`config.mk`:
```
export PLATFORM = sky130hd
export DESIGN_NAME = led_brightness_i2c_ctrl
export DESIGN_NICKNAME = d
export VERILOG_FILES = /design/src/logic/led_brightness_pkg.sv /design/src/logic/bank_pwm.sv /design/src/logic/led_brightness_i2c_ctrl.sv
export SDC_FILE = /design/constraint.sdc
export NUM_CORES = 1
export LEC_CHECK = 0
export ABC_AREA = 1
export BUFFER_PORTS_ARGS = -buffer_cell sky130_fd_sc_hd__buf_2
export CAP_MARGIN = 20
export CELL_PAD_IN_SITES_DETAIL_PLACEMENT = 0
export CELL_PAD_IN_SITES_GLOBAL_PLACEMENT = 2
export CORE_MARGIN = 10
export CORE_UTILIZATION = 33
export DETAILED_ROUTE_END_ITERATION = 10
export HOLD_SLACK_MARGIN = 0.12
export PLACE_DENSITY = 0.77
export RECOVER_POWER = 50
export SKIP_LAST_GASP = 1
export SLEW_MARGIN = 5
export SYNTH_ARGS = -nofsm -noshare
export SYNTH_HDL_FRONTEND = slang
export SYNTH_SLANG_ARGS = --single-unit
```
`constraint.sdc`:
```
create_clock -name clk_i -period 1.9 [get_ports clk_i]
set_input_delay 0.475 -clock clk_i [delete_from_list [all_inputs] [get_ports clk_i]]
set_output_delay 0.475 -clock clk_i [all_outputs]
set_load 0.03 [all_outputs]
```
`src/logic/led_brightness_pkg.sv`:
```
// constants for the two-wire led brightness controller
// How it works
// (RQ1) data changes only while clock low, except start and stop
// (RQ2) start: data falls while clock high
// (RQ3) stop: data rises while clock high
// (RQ4) master alone makes start and stop; device never does
// (RQ5) bus busy from start until stop, idle afterwards
// (RQ6) repeated start behaves like a first start, address again
// (RQ7) bytes are eight bits, msb first, then one acknowledge slot
// (RQ8) master clocks the acknowledge slot and releases data high
// (RQ9) device pulls data low for the whole ninth clock pulse
// (RQ10) first byte is seven-bit address plus direction; answer only 36h
// (RQ11) direction zero means write, one means read
// (RQ12) second byte picks register, third byte is stored there
// (RQ13) all three registers clear at power-on, drivers off
// (RQ14) enable register at 10h holds main, sub, keypad enables
// (RQ15) each enable switches its own sink group on
// (RQ16) level register at A0h holds main and sub four-bit levels
// (RQ17) display level picks one of sixteen duty steps of one sixteenth
// (RQ18) display pwm rate fixed at 10kHz or 23kHz by option
// (RQ19) keypad level register at B0h
// (RQ20) keypad codes give 100, 70, 40, 20 percent; 11 is full
// (RQ21) keypad register bits seven to two do nothing
// (RQ22) keypad brightness by analog current step, not pwm
// (RQ23) keypad alone enabled forces charge pump gain 3/2
// (RQ24) display code n gives duty (n+1)/16
// (RQ25) keypad codes 10, 01, 00 give 70, 40, 20 percent
// (RQ26) writes to undefined register address acked and dropped
package led_brightness_pkg;
  localparam logic [6:0] SLAVE_ADDR      = 7'h36;
  localparam logic [7:0] ENABLE_ADDR     = 8'h10;
  localparam logic [7:0] LEVELS_ADDR     = 8'hA0;
  localparam logic [7:0] KEYPAD_ADDR     = 8'hB0;
  localparam logic [7:0] REG_RESET       = 8'h00;
  localparam int         MAIN_EN_BIT     = 0;
  localparam int         SUB_EN_BIT      = 1;
  localparam int         KEY_EN_BIT      = 2;
  localparam int         MAIN_LVL_LSB    = 0;
  localparam int         SUB_LVL_LSB     = 4;
  localparam int         KEY_LVL_LSB     = 0;
  localparam int         CLK_HZ          = 10_000_000;
  localparam int         PWM_HZ_SLOW     = 10_000;
  localparam int         PWM_HZ_FAST     = 23_000;
  localparam int         PWM_STEPS       = 16;
  // analog keypad scale in percent, index is the two-bit code
  localparam logic [6:0] KEY_PCT_0       = 7'h14;
  localparam logic [6:0] KEY_PCT_1       = 7'h28;
  localparam logic [6:0] KEY_PCT_2       = 7'h46;
  localparam logic [6:0] KEY_PCT_3       = 7'h64;
  // cycles per sixteenth of a pwm period, rounded down
  localparam int PWM_SLICE_SLOW = CLK_HZ / (PWM_HZ_SLOW * PWM_STEPS);
  localparam int PWM_SLICE_FAST = CLK_HZ / (PWM_HZ_FAST * PWM_STEPS);

  typedef enum logic [1:0] {ST_IDLE, ST_ADDR, ST_REG, ST_DATA} phase_type;
endpackage : led_brightness_pkg

```
`src/logic/bank_pwm.sv`:
```
// sixteen-step pwm generator shared by both display banks
module bank_pwm #(
  parameter int SLICE = 62
) (
  // clock and reset
  input  wire logic       clk_i,
  input  wire logic       rstn_i,
  // levels and enables
  input  wire logic [3:0] main_level_i,
  input  wire logic [3:0] sub_level_i,
  input  wire logic       main_en_i,
  input  wire logic       sub_en_i,
  // sink gates
  output logic            main_on_o,
  output logic            sub_on_o
);
  typedef struct packed {
    logic [15:0] div;
    logic [3:0]  phase;
    logic        main_on;
    logic        sub_on;
  } pwm_state_type;

  pwm_state_type q_r;
  pwm_state_type q_nxt;

  always_comb
  begin
    q_nxt = q_r;
    if (q_r.div == 16'(SLICE - 1))
    begin
      q_nxt.div   = 16'h0000;
      q_nxt.phase = q_r.phase + 4'h1;
    end
    else
    begin
      q_nxt.div = q_r.div + 16'h0001;
    end
    // (RQ24) duty (n+1)/16
    // code 15 compares true on every phase: continuous on
    q_nxt.main_on = main_en_i && (q_r.phase <= main_level_i);
    q_nxt.sub_on  = sub_en_i && (q_r.phase <= sub_level_i);
  end

  always_ff @(posedge clk_i)
  begin
    if (!rstn_i)
      q_r <= '0;
    else
      q_r <= q_nxt;
  end

  assign main_on_o = q_r.main_on;
  assign sub_on_o  = q_r.sub_on;
endmodule : bank_pwm

```
`src/logic/led_brightness_i2c_ctrl.sv`:
```
// two-wire slave with brightness registers and sink control
module led_brightness_i2c_ctrl #(
  parameter bit FAST_OPTION = 1'b0
) (
  // clock and reset
  input  wire logic       clk_i,
  input  wire logic       rstn_i,
  // two-wire bus
  input  wire logic       scl_i,
  input  wire logic       sda_i,
  output logic            sda_o,
  output logic            sda_oe_n_o,
  // sink controls
  output logic [3:0]      main_bank_sinks_o,
  output logic [1:0]      sub_bank_sinks_o,
  output logic            keypad_sink_o,
  output logic [6:0]      keypad_scale_pct_o,
  output logic            pump_force_3x2_o,
  // register view
  output logic [7:0]      bank_enable_control_o,
  output logic [7:0]      display_brightness_levels_o,
  output logic [7:0]      keypad_brightness_level_o,
  output logic            bus_busy_o
);
  typedef struct packed {
    logic [1:0]                     scl_sync;
    logic [1:0]                     sda_sync;
    logic                           scl_d;
    logic                           sda_d;
    led_brightness_pkg::phase_type  phase;
    logic [3:0]                     bitcnt;
    logic [7:0]                     shift;
    logic [7:0]                     reg_sel;
    logic                           ack;
    logic                           busy;
    logic [7:0]                     enables;
    logic [7:0]                     levels;
    logic [7:0]                     keypad;
    logic [6:0]                     key_pct;
    logic                           force_gain;
  } ctrl_state_type;

  ctrl_state_type q_r;
  ctrl_state_type q_nxt;
  logic           main_on;
  logic           sub_on;

  localparam int SLICE = FAST_OPTION ? led_brightness_pkg::PWM_SLICE_FAST
                                     : led_brightness_pkg::PWM_SLICE_SLOW;

  always_comb
  begin
    logic scl;
    logic sda;
    logic rise;
    logic fall;
    logic start;
    logic stop;
    logic [7:0] byte_in;
    scl     = q_r.scl_sync[1];
    sda     = q_r.sda_sync[1];
    rise    = scl && !q_r.scl_d;
    fall    = !scl && q_r.scl_d;
    // (RQ2) data falls while clock high
    start   = scl && q_r.scl_d && q_r.sda_d && !sda;
    // (RQ3) data rises while clock high
    stop    = scl && q_r.scl_d && !q_r.sda_d && sda;
    byte_in = {q_r.shift[6:0], sda};
    q_nxt   = q_r;
    // second flop feeds the edge logic and, for data, the shift register
    q_nxt.scl_sync = {q_r.scl_sync[0], scl_i};
    q_nxt.sda_sync = {q_r.sda_sync[0], sda_i};
    q_nxt.scl_d    = scl;
    q_nxt.sda_d    = sda;
    if (start)
    begin
      // (RQ6) repeated start restarts addressing
      q_nxt.phase  = led_brightness_pkg::ST_ADDR;
      q_nxt.bitcnt = 4'h0;
      q_nxt.ack    = 1'b0;
      // (RQ5) busy from start
      q_nxt.busy   = 1'b1;
    end
    else if (stop)
    begin
      // (RQ5) idle after stop
      q_nxt.phase = led_brightness_pkg::ST_IDLE;
      q_nxt.busy  = 1'b0;
      q_nxt.ack   = 1'b0;
    end
    else if (q_r.phase != led_brightness_pkg::ST_IDLE)
    begin
      // (RQ1) sample data only on rising clock
      if (rise && q_r.bitcnt < 4'h8)
      begin
        // (RQ7) msb first, eight bits
        q_nxt.shift  = byte_in;
        q_nxt.bitcnt = q_r.bitcnt + 4'h1;
      end
      else if (fall && q_r.bitcnt == 4'h8)
      begin
        // (RQ9) ack drive starts after eighth falling clock
        q_nxt.bitcnt = 4'h9;
        case (q_r.phase)
          led_brightness_pkg::ST_ADDR:
          begin
            // (RQ10) only our address; (RQ11) write only
            if (q_r.shift[7:1] == led_brightness_pkg::SLAVE_ADDR && !q_r.shift[0])
            begin
              q_nxt.ack = 1'b1;
              q_nxt.phase = led_brightness_pkg::ST_REG;
            end
            else
            begin
              // reads are not served: no data to return
              q_nxt.phase = led_brightness_pkg::ST_IDLE;
            end
          end
          led_brightness_pkg::ST_REG:
          begin
            // (RQ12) second byte selects register
            q_nxt.ack     = 1'b1;
            q_nxt.reg_sel = q_r.shift;
            q_nxt.phase   = led_brightness_pkg::ST_DATA;
          end
          led_brightness_pkg::ST_DATA:
          begin
            // (RQ12) third byte stored; (RQ26) others dropped
            q_nxt.ack = 1'b1;
            if (q_r.reg_sel == led_brightness_pkg::ENABLE_ADDR)
              q_nxt.enables = q_r.shift;
            else if (q_r.reg_sel == led_brightness_pkg::LEVELS_ADDR)
              q_nxt.levels = q_r.shift;
            else if (q_r.reg_sel == led_brightness_pkg::KEYPAD_ADDR)
              q_nxt.keypad = q_r.shift;
          end
          default:
          begin
            q_nxt.phase = led_brightness_pkg::ST_IDLE;
          end
        endcase
      end
      else if (fall && q_r.bitcnt == 4'h9)
      begin
        // (RQ9) release after ninth pulse; (RQ8) master clocked it
        q_nxt.ack    = 1'b0;
        q_nxt.bitcnt = 4'h0;
      end
    end
    // (RQ20) (RQ25) analog keypad step; (RQ21) upper bits ignored
    case (q_r.keypad[led_brightness_pkg::KEY_LVL_LSB +: 2])
      2'h3:    q_nxt.key_pct = led_brightness_pkg::KEY_PCT_3;
      2'h2:    q_nxt.key_pct = led_brightness_pkg::KEY_PCT_2;
      2'h1:    q_nxt.key_pct = led_brightness_pkg::KEY_PCT_1;
      default: q_nxt.key_pct = led_brightness_pkg::KEY_PCT_0;
    endcase
    // (RQ23) keypad alone forces gain 3/2
    q_nxt.force_gain = q_r.enables[led_brightness_pkg::KEY_EN_BIT]
                     && !q_r.enables[led_brightness_pkg::MAIN_EN_BIT]
                     && !q_r.enables[led_brightness_pkg::SUB_EN_BIT];
  end

  always_ff @(posedge clk_i)
  begin
    if (!rstn_i)
    begin
      q_r          <= '0;
      q_r.scl_sync <= 2'h3;
      q_r.sda_sync <= 2'h3;
      q_r.scl_d    <= 1'b1;
      q_r.sda_d    <= 1'b1;
      // (RQ13) registers clear at power-on
      q_r.enables  <= led_brightness_pkg::REG_RESET;
      q_r.levels   <= led_brightness_pkg::REG_RESET;
      q_r.keypad   <= led_brightness_pkg::REG_RESET;
      q_r.key_pct  <= led_brightness_pkg::KEY_PCT_0;
    end
    else
    begin
      q_r <= q_nxt;
    end
  end

  // (RQ17) (RQ18) fixed-rate sixteen-step pwm; (RQ16) level fields
  bank_pwm #(
    .SLICE (SLICE)
  ) u_pwm (
    .clk_i        (clk_i),
    .rstn_i       (rstn_i),
    .main_level_i (q_r.levels[led_brightness_pkg::MAIN_LVL_LSB +: 4]),
    .sub_level_i  (q_r.levels[led_brightness_pkg::SUB_LVL_LSB +: 4]),
    .main_en_i    (q_r.enables[led_brightness_pkg::MAIN_EN_BIT]),
    .sub_en_i     (q_r.enables[led_brightness_pkg::SUB_EN_BIT]),
    .main_on_o    (main_on),
    .sub_on_o     (sub_on)
  );

  // (RQ4) device never drives a start or stop: only ack low
  assign sda_o      = 1'b0;
  assign sda_oe_n_o = !q_r.ack;
  // (RQ14) (RQ15) each enable gates its own group
  assign main_bank_sinks_o  = {4{main_on}};
  assign sub_bank_sinks_o   = {2{sub_on}};
  // (RQ22) keypad is steady current, scaled not pulsed
  assign keypad_sink_o      = q_r.enables[led_brightness_pkg::KEY_EN_BIT];
  assign keypad_scale_pct_o = q_r.key_pct;
  assign pump_force_3x2_o   = q_r.force_gain;
  // (RQ19) register view: enables, levels, keypad and busy
  assign bank_enable_control_o       = q_r.enables;
  assign display_brightness_levels_o = q_r.levels;
  assign keypad_brightness_level_o   = q_r.keypad;
  assign bus_busy_o                  = q_r.busy;
endmodule : led_brightness_i2c_ctrl

```
==> results.txt <==
status: finished, final reports clean
post-layout util: 0.3686
htree depth: 3
initial antenna violation count: 0
DRT iter0 DRCs: 201
final setup vio count: 0
M3 GR Usage: 0.02895
Synth Cell Area: 4237 µm²
Core ar.: 12620 µm²
gr ovfl total: 0
CP peak stage delay: 0.35 ns
kind of critical path: register to register
register area share after synthesis: 0.3922
Final Max Tran Viols: 0
CTS sink cnt: 83
Post-synth EDFFs: 0
Ports: 46
crit path DAT: 2.01 ns
Fin Hold WS: 0.3246 ns
cell count after placement: 770
synth cell count leaders: nand2_1, nor2_1, inv_1
I/O Buffers: 43
Final Non-Filler Cells: 785
most numerous cell on the critical path: inv_1
die area: 17770 µm²
ys flop type: dfxtp_1
vias in the first global route: 3257
CP Buf/Inv Count: 3
Clock Tree Buf Depth: 2
height of the die: 133.3 µm
Hold Vio Cnt, Final: 0
Data required, critical path: 2.18 ns
LEAKAGE: 1.937 nW
r2r setup slk: 0.17 ns
post-CTS setup buffer count: 0
area grow syn2layout: 9.805%
Mapped Cells: 599
Antenna diodes: 0
drt pass-1 iters: 4
cts bufs inserted: 9
GR Util met1: 0.1527
largest net degree at the start of global routing: 48
most numerous cell in the Yosys netlist: nand2_1
Post-Route Skew: 0.009109 ns
CP Cell Sequence: inv_1, ha_1, nand3_2, nor3_4, buf_6, nand3_4, nand2_1, inv_1, nor2_1
fill count: 1396
crit-path leading delay family: simple AND/OR/NAND/NOR gates
Hold Crit Depth: 2
PwrDens: 810.1 nW/µm²
HP Class: input pin to register
remaining routing DRC violations: 0
Final Wtd Congestion: 0.7720
HPWL Detailed: 7266 µm
Synth top area share: 0.3922
Rows: 41
met2 Track Usage GR: 0.1608
nets: 632
Worst R2R Path Depth: 9
Avg Synthesized Cell Area: 7.073 µm²
Routed WL: 9584 µm
Initial Util: 0.3357
min cycle time layout: 1.733 ns
first-pass GRT wire length: 16260 µm
vias per cell: 4.352
max_cap viols: 0
GR Util All Layers: 0.1122
Max stage delay cell, worst path: dfxtp_1
clock tree root buffer cell: clkbuf_16
Crit path depth: 9
period utilisation layout: 0.9123
Seq cells post-synth: 83
mean routed wirelength per cell: 12.21 µm
maximum vdd drop: 0.2887 mV
Die W: 133.3 µm
CTS tree: yes
largest area contributor in the netlist: dfxtp_1
unrepaired setup endpoints after global routing: true
ANT nets after route: 0
CP Capture Type: register
Worst Setup Start Kind: register
Reg clk slew, reported paths: 0.06 ns
ys async rst share: 0
share of layout cells above drive strength 1: 0.07993
GRT busiest layer: met2
ranking of synthesized cells by area: dfxtp_1, nand2_1, nor2_1
synth unique cells: 31
worst skew pair latency: 0.34 ns
synth warn: 0
DR vias: 3416
f_max: 576.9 MHz
Worst Path Max Fanout: 17
## area by class of cell
| type | count | area (µm²) | area share |
|---|---|---|---|
| Clock inverter | 4 | 75.07 | 0.01614 |
| Sequential cell | 83 | 1662 | 0.3572 |
| Tap cell | 172 | 215.2 | 0.04626 |
| Inverter | 92 | 346.6 | 0.07450 |
| Multi-Input combinational cell | 376 | 1898 | 0.4080 |
| Clock buffer | 11 | 242.7 | 0.05218 |
| Timing Repair Buffer | 47 | 212.7 | 0.04572 |
## metrics by stage
step / instance area (µm²) / setup slack (ns) / total power (W) / setup TNS, ns
2_1_floorplan: 4240 / 0.3859 / 0.001886 / 0
3_3_place_gp: 4367 / 0.1476 / 0.001915 / 0
3_5_place_dp: 4367 / 0.08006 / 0.001915 / 0
4_1_cts: 4684 / 0.06814 / 0.003833 / 0
5_1_grt: 4652 / -0.03230 / 0.003921 / -0.1038
6_report: 4652 / 0.1666 / 0.003769 / 0
## power by group
| group | total (W) | leakage [nW] | internal, W | switching [W] |
|---|---|---|---|---|
| sequential | 0.00176 | 0.670 | 0.00175 | 0.0000104 |
| combinational | 0.000110 | 1.12 | 0.0000333 | 0.0000768 |
| clock | 0.00189 | 0.148 | 0.00118 | 0.000714 |
## worst paths after layout
path	from	endpoint
worst max-delay path	q_r[50]	keypad_brightness_level_o[1]
worst min-delay path	scl_i	q_nxt[61]
worst max register to register	q_r[50]	keypad_brightness_level_o[1]
worst min register to register	q_nxt[59]	q_nxt[56]
## what timing repair did
action / in CTS / in global routing
endpoints found under the setup margin: 0 / 10
gates resized for setup: 0 / 3
hold endpoints to repair: 0 / 0
hold buffers: 0 / 0
## worst register-to-register path, stage by stage (launching register included)
cell and delay [ns]:
dfxtp_1 0.35, inv_1 0.07, ha_1 0.18, nand3_2 0.13, nor3_4 0.35, buf_6 0.23, nand3_4 0.15, nand2_1 0.09
inv_1 0.04, nor2_1 0.09
## cell usage in the layout (no fill, tap or decap), types with 2 or more instances in the layout
cell and instances:
clkbuf_16 9, conb_1 2, nand4_1 14, clkinvlp_4 2, o21ai_1 11, a32oi_1 2, nand3_2 2, xnor2_1 4
buf_4 2, o21ai_0 13, bufinv_16 2, inv_1 86, nand2_2 4, ha_1 19, inv_2 5, nor3_1 6
a21oi_1 29, clkbuf_1 40, nor2_2 3, nor2_1 108, xor2_1 4, nand3_4 3, or2_2 5, nand3_1 29
nor3_4 2, buf_2 4, dfxtp_1 83, nand2_1 113
## layer usage
metal  vias to the layer above  part of all wire
met1                      1509              0.52
met3                        16             0.041
met2                        51              0.41
li1                       1840                 -
met5                         -                 0
met4                         0             0.022
## kinds of logic (layout without fill, tap and decap cells)
| kind of cell | count (synthesis) | in the layout | share of synthesized area |
|---|---|---|---|
| simple gates | 292 | 292 | 0.3039 |
| buf+inv | 141 | 154 | 0.1636 |
| flops | 83 | 83 | 0.3922 |
| compound gates | 55 | 55 | 0.06675 |
| fa+ha+maj | 19 | 19 | 0.05611 |
| xor+xnor | 8 | 8 | 0.01654 |
| other cells | 1 | 2 | 0.0008852 |
## sequential cells by signal, summed over array words and instances (netlist names)
name / cells
q_r: 25
u_pwm.q_r: 20
bank_enable_control_o: 8
display_brightness_levels_o: 8
keypad_brightness_level_o: 8
keypad_scale_pct_o: 6
q_nxt: 4
bus_busy_o: 1
pump_force_3x2_o: 1
u_pwm.main_on_o: 1
u_pwm.sub_on_o: 1
Note: power is estimated with default switching activity, not from simulation.
